## src/verilog/epd_defs.svh

```systemverilog
// Command codes, pin positions, reset values and timing counts for the e-paper link.
`ifndef EPD_DEFS_SVH
`define EPD_DEFS_SVH
// Command codes.
`define EPD_CMD_GATE 8'h01
`define EPD_CMD_SOFTSTART 8'h0C
`define EPD_CMD_DEEP_SLEEP 8'h10
`define EPD_CMD_ENTRY 8'h11
`define EPD_CMD_SWRST 8'h12
`define EPD_CMD_TEMP 8'h18
`define EPD_CMD_ACTIVATE 8'h20
`define EPD_CMD_UPDCTRL 8'h22
`define EPD_CMD_RAM_BW 8'h24
`define EPD_CMD_RAM_RED 8'h26
`define EPD_CMD_BORDER 8'h3C
`define EPD_CMD_XWIN 8'h44
`define EPD_CMD_YWIN 8'h45
`define EPD_CMD_CLR_BW 8'h46
`define EPD_CMD_CLR_RED 8'h47
`define EPD_CMD_XCNT 8'h4E
`define EPD_CMD_YCNT 8'h4F
`define EPD_FILL_DATA 8'hF7
// Pin positions in the sampled pin vector, and its idle value.
`define EPD_PIN_SCLK 0
`define EPD_PIN_CS 1
`define EPD_PIN_DC 2
`define EPD_PIN_SDIN 3
`define EPD_PIN_RES 4
`define EPD_PIN_IDLE 5'h12
// Timing: clock rate, then times in their own units and derived cycles.
`define EPD_CLK_MHZ 100
`define EPD_SCLK_HALF 4'h4
`define EPD_GUARD_CYC 32'h0000_0010
`define EPD_SWRST_WAIT_MS 10
`define EPD_SWRST_WAIT_CYC (`EPD_SWRST_WAIT_MS * 1000 * `EPD_CLK_MHZ)
`define EPD_HWRST_US 10
`define EPD_HWRST_CYC (`EPD_HWRST_US * `EPD_CLK_MHZ)
`define EPD_RST_BUSY_US 1000
`define EPD_RST_BUSY_CYC (`EPD_RST_BUSY_US * `EPD_CLK_MHZ)
`define EPD_CLR_BUSY_US 2000
`define EPD_CLR_BUSY_CYC (`EPD_CLR_BUSY_US * `EPD_CLK_MHZ)
`define EPD_DRV_BUSY_MS 4000
`define EPD_DRV_BUSY_CYC (`EPD_DRV_BUSY_MS * 1000 * `EPD_CLK_MHZ)
`endif

```

## src/verilog/epd_pkg.sv

```systemverilog
// Types shared by both ends of the e-paper command link.
package epd_pkg;
   // Host sequencer states.
   typedef enum logic [2:0] {
      EPD_H_IDLE = 3'b000,
      EPD_H_RST = 3'b001,
      EPD_H_SHIFT = 3'b010,
      EPD_H_END = 3'b011,
      EPD_H_GUARD = 3'b100,
      EPD_H_SWWAIT = 3'b101
   } epd_host_st_t;
   // Host state.
   typedef struct packed {
      epd_host_st_t st;
      logic [31:0] cnt;
      logic [3:0] half;
      logic [2:0] bits;
      logic [7:0] sh;
      logic swrst_sent;
      logic sclk;
      logic cs_n;
      logic dc;
      logic sdin;
      logic res_n;
      logic rst_done;
      logic [7:0] last_cmd;
      logic pwr_off_ok;
      logic ready;
      logic [2:0] bsync;
      logic busy_q;
   } epd_host_state_t;
   // Receiver state.
   typedef struct packed {
      logic [4:0] s1;
      logic [4:0] s2;
      logic [4:0] s3;
      logic [4:0] q;
      logic [2:0] cnt;
      logic [7:0] sh;
      logic valid;
      logic is_data;
   } epd_rx_state_t;
   // Controller state.
   typedef struct packed {
      logic [7:0] cmd;
      logic [1:0] idx;
      logic busy;
      logic [31:0] busy_cnt;
      logic deep_sleep_state;
      logic [15:0] gate_mux;
      logic [7:0] gate_scan;
      logic [7:0] entry;
      logic [15:0] xs;
      logic [15:0] xe;
      logic [15:0] ys;
      logic [15:0] ye;
      logic [15:0] xc;
      logic [15:0] yc;
      logic [7:0] border;
      logic [7:0] temp_sel;
      logic [7:0] upd_ctrl;
      logic [31:0] softstart;
      logic ram_we;
      logic ram_sel;
      logic [7:0] ram_data;
      logic [15:0] ram_x;
      logic [15:0] ram_y;
      logic clr_pulse;
      logic clr_sel;
      logic drive_pulse;
   } epd_dev_state_t;
endpackage : epd_pkg

```

## src/verilog/epd_link_if.sv

```systemverilog
// Four-wire serial link between host and display controller.
`timescale 1ns/1ps
`default_nettype none
interface epd_link_if;
   logic sclk;   // Serial clock, made by the host.
   logic cs_n;   // Chip select, active low.
   logic dc;     // High for a data byte, low for a command byte.
   logic sdin;   // Serial data, MSB first.
   logic res_n;  // Hardware reset, active low.
   logic busy;   // Controller busy, active high.
   modport host (output sclk, output cs_n, output dc, output sdin, output res_n, input busy);
   modport dev (input sclk, input cs_n, input dc, input sdin, input res_n, output busy);
endinterface : epd_link_if
`default_nettype wire

```

## src/verilog/epd_dev.sv

```systemverilog
// Display controller end: command interpreter with busy timing.
`timescale 1ns/1ps
`default_nettype none
`include "epd_defs.svh"
module epd_dev #(
   parameter logic [31:0] RST_BUSY_CYC = `EPD_RST_BUSY_CYC,
   parameter logic [31:0] CLR_BUSY_CYC = `EPD_CLR_BUSY_CYC,
   parameter logic [31:0] DRV_BUSY_CYC = `EPD_DRV_BUSY_CYC
) (
   // Clock and reset.
   input wire logic mclk,
   input wire logic rstn,
   // Link.
   epd_link_if.dev link,
   // Applied settings.
   output logic [15:0] gate_mux,
   output logic [7:0] gate_scan,
   output logic [7:0] entry_mode,
   output logic [15:0] x_start,
   output logic [15:0] x_end,
   output logic [15:0] y_start,
   output logic [15:0] y_end,
   output logic [7:0] border_cfg,
   output logic [7:0] temperature_sensor,
   output logic [7:0] update_ctrl,
   output logic [31:0] softstart_cfg,
   output logic deep_sleep_state,
   // Image RAM writes and operations.
   output logic ram_we,
   output logic ram_sel,
   output logic [7:0] ram_data,
   output logic [15:0] ram_x,
   output logic [15:0] ram_y,
   output logic clear_pulse,
   output logic clear_sel,
   output logic drive_pulse
);
   epd_pkg::epd_dev_state_t r_reg;   // Registered state.
   epd_pkg::epd_dev_state_t r_next;  // Next state.
   logic rx_valid;                   // Byte received.
   logic [7:0] rx_byte;              // Received byte.
   logic rx_is_data;                 // Byte was data.
   logic hw_rst;                     // Reset pin held low.

   // Power-up settings, shared by pin reset and software reset.
   function automatic epd_pkg::epd_dev_state_t dev_init();
      epd_pkg::epd_dev_state_t s;
      s = '0;
      return s;
   endfunction : dev_init

   // Starts an operation lasting n cycles with busy high.
   function automatic epd_pkg::epd_dev_state_t start_op(
      input epd_pkg::epd_dev_state_t s, input logic [31:0] n);
      epd_pkg::epd_dev_state_t t;
      t = s;
      t.busy = 1'b1;
      t.busy_cnt = n;
      return t;
   endfunction : start_op

   // Pin synchroniser and deserialiser.
   epd_rx u_rx (
      .mclk(mclk),
      .rstn(rstn),
      .pins({link.res_n, link.sdin, link.dc, link.cs_n, link.sclk}),
      .byte_valid(rx_valid),
      .byte_data(rx_byte),
      .byte_is_data(rx_is_data),
      .hw_rst(hw_rst)
   );

   ////////////////////////////////////////////////////////////////////////
   // Command decode and parameter capture.
   always_comb begin
      r_next = r_reg;
      r_next.ram_we = 1'b0;
      r_next.clr_pulse = 1'b0;
      r_next.drive_pulse = 1'b0;
      // Busy falls when the running operation ends.
      if (r_reg.busy) begin
         r_next.busy_cnt = r_reg.busy_cnt - 32'h1;
         if (r_reg.busy_cnt <= 32'h1) begin
            r_next.busy = 1'b0;
         end
      end
      if (hw_rst) begin
         r_next = dev_init();
      end else if (rx_valid && !r_reg.deep_sleep_state && !r_reg.busy) begin
         if (!rx_is_data) begin
            r_next.cmd = rx_byte;
            r_next.idx = 2'h0;
            if (rx_byte == `EPD_CMD_SWRST) begin
               r_next = start_op(dev_init(), RST_BUSY_CYC);
               r_next.cmd = rx_byte;
            end else if (rx_byte == `EPD_CMD_ACTIVATE) begin
               // Starts the drive: one pulse and a busy spell of DRV_BUSY_CYC cycles, whatever update control holds.
               r_next = start_op(r_next, DRV_BUSY_CYC);
               r_next.drive_pulse = 1'b1;
            end
         end else begin
            if (r_reg.idx != 2'h3) begin
               r_next.idx = r_reg.idx + 2'h1;
            end
            unique case (r_reg.cmd)
               `EPD_CMD_GATE: begin
                  if (!r_reg.idx[1]) begin
                     r_next.gate_mux[{r_reg.idx[0], 3'h0} +: 8] = rx_byte;
                  end else begin
                     r_next.gate_scan = rx_byte;
                  end
               end
               `EPD_CMD_ENTRY: r_next.entry = rx_byte;
               `EPD_CMD_XWIN: begin
                  if (!r_reg.idx[1]) begin
                     r_next.xs[{r_reg.idx[0], 3'h0} +: 8] = rx_byte;
                  end else begin
                     r_next.xe[{r_reg.idx[0], 3'h0} +: 8] = rx_byte;
                  end
               end
               `EPD_CMD_YWIN: begin
                  if (!r_reg.idx[1]) begin
                     r_next.ys[{r_reg.idx[0], 3'h0} +: 8] = rx_byte;
                  end else begin
                     r_next.ye[{r_reg.idx[0], 3'h0} +: 8] = rx_byte;
                  end
               end
               `EPD_CMD_BORDER: r_next.border = rx_byte;
               `EPD_CMD_TEMP: r_next.temp_sel = rx_byte;
               `EPD_CMD_UPDCTRL: r_next.upd_ctrl = rx_byte;
               `EPD_CMD_SOFTSTART: r_next.softstart[{r_reg.idx, 3'h0} +: 8] = rx_byte;
               `EPD_CMD_XCNT: r_next.xc[{r_reg.idx[0], 3'h0} +: 8] = rx_byte;
               `EPD_CMD_YCNT: r_next.yc[{r_reg.idx[0], 3'h0} +: 8] = rx_byte;
               `EPD_CMD_RAM_BW, `EPD_CMD_RAM_RED: begin
                  // Each byte lands at the counter, which then steps.
                  r_next.ram_we = 1'b1;
                  r_next.ram_sel = (r_reg.cmd == `EPD_CMD_RAM_RED);
                  r_next.ram_data = rx_byte;
                  r_next.ram_x = r_reg.xc;
                  r_next.ram_y = r_reg.yc;
                  r_next.xc = r_reg.xc + 16'h1;
               end
               `EPD_CMD_CLR_BW, `EPD_CMD_CLR_RED: begin
                  // Only the fill pattern starts a clear.
                  if (rx_byte == `EPD_FILL_DATA) begin
                     r_next = start_op(r_next, CLR_BUSY_CYC);
                     r_next.clr_pulse = 1'b1;
                     r_next.clr_sel = (r_reg.cmd == `EPD_CMD_CLR_RED);
                  end
               end
               `EPD_CMD_DEEP_SLEEP: r_next.deep_sleep_state = (rx_byte != 8'h00);
               default: ;
            endcase
         end
      end
   end

   // Register the state.
   always_ff @(posedge mclk) begin
      if (!rstn) begin
         r_reg <= '0;
      end else begin
         r_reg <= r_next;
      end
   end

   assign link.busy = r_reg.busy;
   assign gate_mux = r_reg.gate_mux;
   assign gate_scan = r_reg.gate_scan;
   assign entry_mode = r_reg.entry;
   assign x_start = r_reg.xs;
   assign x_end = r_reg.xe;
   assign y_start = r_reg.ys;
   assign y_end = r_reg.ye;
   assign border_cfg = r_reg.border;
   assign temperature_sensor = r_reg.temp_sel;
   assign update_ctrl = r_reg.upd_ctrl;
   assign softstart_cfg = r_reg.softstart;
   assign deep_sleep_state = r_reg.deep_sleep_state;
   assign ram_we = r_reg.ram_we;
   assign ram_sel = r_reg.ram_sel;
   assign ram_data = r_reg.ram_data;
   assign ram_x = r_reg.ram_x;
   assign ram_y = r_reg.ram_y;
   assign clear_pulse = r_reg.clr_pulse;
   assign clear_sel = r_reg.clr_sel;
   assign drive_pulse = r_reg.drive_pulse;
endmodule : epd_dev
`default_nettype wire

```

## src/verilog/epd_rx.sv

```systemverilog
// Pin synchroniser and byte deserialiser for the controller end.
`timescale 1ns/1ps
`default_nettype none
`include "epd_defs.svh"
module epd_rx (
   // Clock and reset.
   input wire logic mclk,
   input wire logic rstn,
   // Raw pins.
   input wire logic [4:0] pins,
   // Received bytes.
   output logic byte_valid,
   output logic [7:0] byte_data,
   output logic byte_is_data,
   output logic hw_rst
);
   epd_pkg::epd_rx_state_t r_reg;   // Registered state.
   epd_pkg::epd_rx_state_t r_next;  // Next state.

   ////////////////////////////////////////////////////////////////////////
   // Three-stage sync; a pin level counts once stages two and three agree.
   always_comb begin
      r_next = r_reg;
      r_next.s1 = pins;
      r_next.s2 = r_reg.s1;
      r_next.s3 = r_reg.s2;
      r_next.valid = 1'b0;
      for (int i = 0; i < 5; i++) begin
         if (r_reg.s2[i] == r_reg.s3[i]) begin
            r_next.q[i] = r_reg.s3[i];
         end
      end
      // Deselect drops any partial byte.
      if (r_next.q[`EPD_PIN_CS]) begin
         r_next.cnt = 3'h0;
      end else if (r_next.q[`EPD_PIN_SCLK] && !r_reg.q[`EPD_PIN_SCLK]) begin
         // Sample on the rising edge, MSB first.
         r_next.sh = {r_reg.sh[6:0], r_next.q[`EPD_PIN_SDIN]};
         r_next.cnt = r_reg.cnt + 3'h1;
         if (r_reg.cnt == 3'h7) begin
            r_next.valid = 1'b1;
            r_next.is_data = r_next.q[`EPD_PIN_DC];
         end
      end
   end

   // Register the state.
   always_ff @(posedge mclk) begin
      if (!rstn) begin
         r_reg <= '{s1: `EPD_PIN_IDLE, s2: `EPD_PIN_IDLE, s3: `EPD_PIN_IDLE,
                    q: `EPD_PIN_IDLE, default: '0};
      end else begin
         r_reg <= r_next;
      end
   end

   assign byte_valid = r_reg.valid;
   assign byte_data = r_reg.sh;
   assign byte_is_data = r_reg.is_data;
   assign hw_rst = !r_reg.q[`EPD_PIN_RES];
endmodule : epd_rx
`default_nettype wire

```

## src/flat_wrapper.sv

```systemverilog
// flat-port wrapper written by rule: the top's interface ports become plain ports
module epd_dev_flat 
#(
   parameter logic [31:0] RST_BUSY_CYC = `EPD_RST_BUSY_CYC,
   parameter logic [31:0] CLR_BUSY_CYC = `EPD_CLR_BUSY_CYC,
   parameter logic [31:0] DRV_BUSY_CYC = `EPD_DRV_BUSY_CYC
)
  (mclk, rstn, gate_mux, gate_scan, entry_mode, x_start, x_end, y_start, y_end, border_cfg, temperature_sensor, update_ctrl, softstart_cfg, deep_sleep_state, ram_we, ram_sel, ram_data, ram_x, ram_y, clear_pulse, clear_sel, drive_pulse, link_sclk, link_cs_n, link_dc, link_sdin, link_res_n, link_busy);
  epd_link_if link_i ();
  input wire logic mclk;
  input wire logic rstn;
  output logic [15:0] gate_mux;
  output logic [7:0] gate_scan;
  output logic [7:0] entry_mode;
  output logic [15:0] x_start;
  output logic [15:0] x_end;
  output logic [15:0] y_start;
  output logic [15:0] y_end;
  output logic [7:0] border_cfg;
  output logic [7:0] temperature_sensor;
  output logic [7:0] update_ctrl;
  output logic [31:0] softstart_cfg;
  output logic deep_sleep_state;
  output logic ram_we;
  output logic ram_sel;
  output logic [7:0] ram_data;
  output logic [15:0] ram_x;
  output logic [15:0] ram_y;
  output logic clear_pulse;
  output logic clear_sel;
  output logic drive_pulse;
  input wire logic [$bits(link_i.sclk)-1:0] link_sclk;
  input wire logic [$bits(link_i.cs_n)-1:0] link_cs_n;
  input wire logic [$bits(link_i.dc)-1:0] link_dc;
  input wire logic [$bits(link_i.sdin)-1:0] link_sdin;
  input wire logic [$bits(link_i.res_n)-1:0] link_res_n;
  output wire logic [$bits(link_i.busy)-1:0] link_busy;
  assign link_i.sclk = link_sclk;
  assign link_i.cs_n = link_cs_n;
  assign link_i.dc = link_dc;
  assign link_i.sdin = link_sdin;
  assign link_i.res_n = link_res_n;
  assign link_busy = link_i.busy;
  epd_dev #(.RST_BUSY_CYC(RST_BUSY_CYC), .CLR_BUSY_CYC(CLR_BUSY_CYC), .DRV_BUSY_CYC(DRV_BUSY_CYC)) u_core (.mclk(mclk), .rstn(rstn), .link(link_i), .gate_mux(gate_mux), .gate_scan(gate_scan), .entry_mode(entry_mode), .x_start(x_start), .x_end(x_end), .y_start(y_start), .y_end(y_end), .border_cfg(border_cfg), .temperature_sensor(temperature_sensor), .update_ctrl(update_ctrl), .softstart_cfg(softstart_cfg), .deep_sleep_state(deep_sleep_state), .ram_we(ram_we), .ram_sel(ram_sel), .ram_data(ram_data), .ram_x(ram_x), .ram_y(ram_y), .clear_pulse(clear_pulse), .clear_sel(clear_sel), .drive_pulse(drive_pulse));
endmodule
```

## config.mk

```make
export PLATFORM = sky130hd
export DESIGN_NAME = epd_dev_flat
export DESIGN_NICKNAME = d
export VERILOG_FILES = /design/src/verilog/epd_pkg.sv /design/src/verilog/epd_link_if.sv /design/src/verilog/epd_dev.sv /design/src/verilog/epd_rx.sv /design/src/flat_wrapper.sv
export VERILOG_INCLUDE_DIRS = /design/src /design/src/verilog
export SDC_FILE = /design/constraint.sdc
export NUM_CORES = 1
export LEC_CHECK = 0
export BUFFER_PORTS_ARGS = -buffer_cell sky130_fd_sc_hd__buf_4
export CAP_MARGIN = 40
export CORE_ASPECT_RATIO = 0.75
export CORE_MARGIN = 2
export CORE_UTILIZATION = 52
export CTS_CLUSTER_DIAMETER = 60
export DETAILED_ROUTE_END_ITERATION = 6
export HOLD_SLACK_MARGIN = 0.06
export PLACE_DENSITY_LB_ADDON = 0.1
export SETUP_SLACK_MARGIN = 0.4
export SYNTH_ARGS = -nofsm -noshare
export SYNTH_HDL_FRONTEND = slang
export SYNTH_SLANG_ARGS = --single-unit
```

## constraint.sdc

```tcl
create_clock -name mclk -period 2.58 [get_ports mclk]
set_input_delay 0.258 -clock mclk [delete_from_list [all_inputs] [get_ports mclk]]
set_output_delay 0.258 -clock mclk [all_outputs]
set_load 0.03 [all_outputs]
```

# --- Word-level counts from Yosys, hierarchy flattened ---
# Cells that the tools add are included.
totals:
  output_inout_bits: 199
  reg_bits: 306
  in_bits: 7
  wordCells: 166
classes:
  magnitude_cmp: 1
  shifts: 4
  n_reduce_logical: 33
  bitwise_logic: 4
  muxes: 41
  eq_ne: 42
  add_sub_neg: 6
ops:
  columns: ["op", "n"]
  rows:
  - ["two-way mux 263 bit", 4]
  - ["two-way mux 273 bit", 1]
  - ["case mux 32 bit (2 select lines)", 3]
  - ["bitwise mux 16 bit", 7]
  - ["case mux 42 bit (2 select lines)", 1]
  - ["two-way mux 16 bit", 5]
  - ["two-way mux 33 bit", 2]
  - ["case mux 8 bit (2 select lines)", 4]
  - ["equality test 8 x 7 -> 1 bit (second input constant)", 6]
  - ["case mux 16 bit (3 select lines)", 1]
  - ["case mux 24 bit (2 select lines)", 1]
  - ["equality test 8 x 6 -> 1 bit (second input constant)", 5]
  - ["AND reduction 4 bit", 10]
  - ["bitwise mux 32 bit", 1]
  - ["equality test 8 x 5 -> 1 bit (second input constant)", 4]
  - ["<= comparator 32 x 1 -> 1 bit (second input constant)", 1]
  - ["case mux 16 bit (2 select lines)", 1]
  - ["variable shift 8 x 7 -> 32 bit (first input constant)", 1]
  - ["variable part select 8 x 7 -> 32 bit", 1]
  - ["subtractor 32 x 1 -> 32 bit (second input constant)", 1]
  - ["AND reduction 5 bit", 6]
  - ["inequality test 2 x 1 -> 1 bit (second input constant)", 14]
  - ["adder 16 x 1 -> 16 bit (second input constant)", 1]
  - ["variable shift 8 x 6 -> 16 bit (first input constant)", 1]
  - ["26 further kinds", 49]

# --- Logic depth before layout (Yosys ltp) ---
logic_depth:
  word_depth: 7
  depth_mapped: 10
  mapped_depth_nobuf: 7

# --- Cells and area by module ---
# A second synthesis with hierarchy kept.
hier_totals:
  cells_unflattened: 1504
  area_unflattened_um2: 13785.7
modules_own_cells:
  columns: ["module", "instances", "seq_area_each_um2", "area_per_inst_um2", "cells_each"]
  rows:
  - ["epd_dev", 1, 5465.2, 12629.6, 1400]
  - ["epd_rx", 1, 660.6, 1156.1, 104]

# --- Worst setup path before layout ---
# Ideal clock, no wire load.
synth_path:
  kind: "register to register"
  start: "register u_core.r_reg (netlist bit u_core.link.busy)"
  end: "register u_core.r_reg[253] (netlist name)"
  t_required_ns: 2.505
  setup_ns: 0.075
  arrival_time_ns: 2.509
  synth_period_minus_slack_ns: 2.584
  n_path_buf: 1
  setup_slack_ns: -0.004
  path_stages_with_launch: 7
  cell_sequence: "dfxtp_1 > buf_2 > or4b_2 > nor4_4 > nand3_1 > or4_1 > a31oi_1"
synth_between:
  elab_chain_len: 5
  elab_cells_between_ends: 9
  cone_classes: "mux: 7; reduce/logical: 2"
synth_lines:
  columns: ["item", "line", "source"]
  rows:
  - ["start: declaration", "epd_dev.sv:38", "epd_pkg::epd_dev_state_t r_reg;"]
  - ["start signal: assignment", "epd_dev.sv:163", "r_reg <= r_next;"]
  - ["two-way mux 33 bit", "epd_dev.sv:81", "if (r_reg.busy) begin"]
  - ["two-way mux 263 bit, on equally long branches", "epd_dev.sv:96, epd_dev.sv:145", null]
  - ["two-way mux 263 bit or two-way mux 33 bit (tied branches)", "epd_dev.sv:93, epd_dev.sv:105", null]
  - ["two-way mux 273 bit", "epd_dev.sv:90", "if (!rx_is_data) begin"]
  - ["two-way mux 263 bit (*)", "epd_dev.sv:89", "end else if (rx_valid && !r_reg.deep_sleep_state && !r_reg.busy) begin"]
# Mark *: on every way between the ends. The rest lies on a longest branch, timed or not. The select of a mux whose other input is x is not followed.
# A chain may end at the register's enable or synchronous reset.

# --- Worst setup path in the final report ---
layout_path:
  start: "register u_core.u_rx.r_reg (netlist bit u_core.u_rx.byte_data[0])"
  end: "register u_core.r_reg[129] (netlist name)"
layout_between:
  elab_chain_len: 4
  elab_cells_between_ends: 8
  cone_classes: "eq/ne: 1; shift: 1; mux: 4; reduce/logical: 2"
layout_lines:
  columns: ["item", "line", "source"]
  rows:
  - ["start: declaration", "epd_rx.sv:17", "epd_pkg::epd_rx_state_t r_reg;"]
  - ["start signal: assignment", "epd_rx.sv:50", "r_reg <= '{s1: `EPD_PIN_IDLE, s2: `EPD_PIN_IDLE, s3: `EPD_PIN_IDLE,"]
  - ["start signal: assignment", "epd_rx.sv:53", "r_reg <= r_next;"]
  - ["variable part select 8 x 6 -> 16 bit", "epd_dev.sv:132", "`EPD_CMD_XCNT: r_next.xc[{r_reg.idx[0], 3'h0} +: 8] = rx_byte;"]
  - ["bitwise mux 16 bit", "epd_dev.sv:132", null]
  - ["case mux 16 bit (3 select lines)", "epd_dev.sv:105", "unique case (r_reg.cmd)"]
  - ["two-way mux 273 bit", "epd_dev.sv:90", null]
# Several ways; a longest one is shown, not always the timed one. The select of a mux whose other input is x is not followed.

==> flow_metrics.py <==
metrics = {
    "run_status": {
        "outcome": "finished, final reports clean",
    },
    "drt": {
        "routed_wire_length_um": 43300,
        "drt_iter0_markers": 1277,
        "route.antenna.remaining_nets": 0,
        "drc": 0,
        "num_vias": 12006,
        "post_drt_wl_per_cell_um": 21.6,
        "drt_first_pass_iters": 6,
        "vias_per_cell": 5.99,
    },
    "floorplan": {
        "die_height_um": 146,
        "io_pins": 206,
        "die-area_um2": 28100,
        "die-width_um": 193,
        "design.core.area_um2": 26200,
        "start_util_pct": 53.3,
        "num_rows": 51,
    },
    "critical_path": {
        "worst_r2r_endpoint": "u_core.r_reg[129]",
        "regToRegSetupSlack_ps": 130,
        "reg2reg_depth": 7,
        "timing_worst_setup_path_type": "flop to flop",
        "cp_data_required_time_ps": 3040,
        "critical_path.endpoint_type": "flop",
        "cp-start-kind": "flop",
        "crit_arrival_ps": 2920,
        "critical_path_peak_fanout": 7,
        "reg2reg_from": "u_core.u_rx.byte_data[0]",
    },
    "clock_tree": {
        "cts_tree": "yes",
        "worst_skew_pair.late_latency_ps": 570,
        "cts-root-to-sink-buffers": 3,
        "cts_made_buffers": 31,
        "cts.sinks": 306,
        "clk_root_buffer_cell": "clkbuf_16",
        "h-tree-depth": 1,
        "cts.clk_slew.worst_paths_ps": 70,
    },
    "finish": {
        "most-common-layout-cells": "302 x buf_4, 299 x dfxtp_1, 129 x nor2_1",
        "antenna-diode-count": 0,
        "most_common_cell_after_layout_fill_and_taps_aside": "buf_4",
        "area_delta_synth_final_pct": 26.0,
        "finish.net_count": 1657,
        "multiInputGateArea_um2": 6980,
        "finalInstanceArea_um2": 17600,
        "instances_no_fill": 2005,
        "fillerInstances": 2081,
        "largest_register_ffs": 74,
        "sequential_cell_area_um2": 6140,
        "layout_cell_share_with_drive_strength_beyond_1_pct": 34.3,
    },
    "timing": {
        "fin_tns_setup_ps": 0,
        "report.final.slew_viol_count": 0,
        "hold_viol": 0,
        "rsz0062_at_grt": "yes",
        "worst-slew-pin-transition_ps": 683,
        "clock-skew-final_ps": 17.0,
        "timing.final.crit_period_ps": 2450,
        "slew_headroom_pct": 54.4,
        "timing.final.ws_setup_ps": 126,
        "setup_viol_count_final": 0,
        "finalCritPeriodShare_pct": 95.1,
        "achievable-frequency_mhz": 407,
    },
    "placed_design": {
        "place_congestion": 0.877,
        "detailedPlace.worstSlack_ps": -18.3,
        "numPortBuffers": 205,
        "placed_cells": 1890,
        "post-dp-hpwl_um": 28000,
        "detailed_place.area_um2": 14900,
    },
    "pwr": {
        "power.leakage_nw": 6.69,
        "vdd.ir_drop.worst_uv": 481,
        "cellPowerDensity_nw_per_um2": 541,
    },
    "yosys": {
        "yosysWarnings": 0,
        "synth_async_sr_flop_share_pct": 0,
        "synth_area_per_cell_um2": 8.99,
        "synthesis_stage_register_bit_count": 306,
        "synth-edff-count": 0,
        "synth-main-ff-cell": "dfxtp_1",
        "syn-num-nets": 1567,
        "netlist_instances": 1550,
        "synth_cell_type_count": 81,
        "post_synth_instance_area_um2": 13900,
        "yosysSeqAreaShare_pct": 44.0,
    },
    "hold_path": {
        "whs_path_depth": 2,
        "hold_path_class": "input port to flop",
        "holdPathEnd": "u_core.u_rx.byte_is_data",
        "min_from": "rstn",
    },
    "grt": {
        "antenna_found_initial": 2,
        "maximum_number_of_pins_on_one_net_before_global_route_repair": 109,
        "vias_in_the_first_global_route": 10979,
        "grt_pass1_wl_um": 64200,
        "grt.total_usage_pct": 29.0,
        "globalRouteOverflowTotal": 0,
    },
    "job": {
        "maxCapViolations": 0,
    },
}
critical path: stages, from the launching register on:
cell,delay (ps)
dfxtp_2,320
or4_4,540
or4_4,630
a21oi_4,190
buf_12,160
buf_12,150
a21oi_1,90
a211o_1,290
routing by layer:
metal  wire (um)  track usage (%)
met1       19500             43.7
met2       18100             41.2
met3        4500             6.68
met4        1210             7.77
met5           0            0.350
worst max path at each step:
stage | startpoint | to
4_1_cts | u_core.u_rx.byte_data[0] | u_core.r_reg[129]
2_1_floorplan | u_core.u_rx.byte_data[0] | u_core.x_end[15]
3_3_place_gp | u_core.r_reg[269] | u_core.r_reg[105]
3_5_place_dp | u_core.r_reg[269] | u_core.r_reg[105]
6_report | u_core.u_rx.byte_data[0] | u_core.r_reg[129]
5_1_grt | u_core.r_reg[269] | u_core.r_reg[129]
final cells by class:
cell class	instances	share of cell area (%)
tap	344	2.45
sequential	306	35.0
clock inverter	12	0.862
clock buffer	42	5.05
inverter	12	0.257
timing repair buffer	351	16.7
multi-input combinational	938	39.7
what timing repair did:
action,CTS,global route
endpoints found under the hold margin,10,0
setup buffers,19,24
gates resized for setup,76,124
pin swaps,41,87
hold buffers,8,0
endpoints found under the setup margin,216,249
cloned,3,7
metrics by stage:
step                      hold WS (ps)  total power [mW]  utilization [%]
after floorplan                    359              4.93                -
after global placement             395              4.99             57.1
after detailed placement           396              4.99             57.1
after CTS                         73.3              9.54             63.6
after global routing               105              9.75             67.1
final                             89.4              9.51             67.1
kinds of logic (layout without fill, tap and decap cells):
group,Yosys count,after routing,share of synthesized area [%]
flip-flops,306,306,44.0
buffers and inverters,308,417,13.6
AO/OA/AOI/OAI,345,347,18.4
AND/OR/NAND/NOR,513,513,18.5
XOR/XNOR,27,27,1.70
adder cells (fa/ha/maj),13,13,1.11
multiplexers,38,38,2.74
Yosys cell counts (all sizes together) (26+ instances only):
library cell / number / area share [%]
buf: 210 / 11
nand4: 26 / 1.2
nor2: 131 / 3.5
mux2i: 37 / 2.7
nand2: 133 / 3.6
a21oi: 55 / 2.2
dfxtp: 306 / 44
o21ai: 60 / 2.2
nand3: 73 / 2.7
a22oi: 41 / 2.2
clkbuf: 86 / 2.3
a22o: 37 / 2.3
and2: 26 / 1.2
report_power, final:
| part | leakage (nW) | internal (mW) | switching (mW) | total (mW) |
|---|---|---|---|---|
| registers | 2.47 | 4.73 | 0.00336 | 4.73 |
| clock network | 0.513 | 2.70 | 1.90 | 4.60 |
| logic | 3.70 | 0.0503 | 0.126 | 0.176 |
No activity file was read; power rests on OpenSTA's default activity.
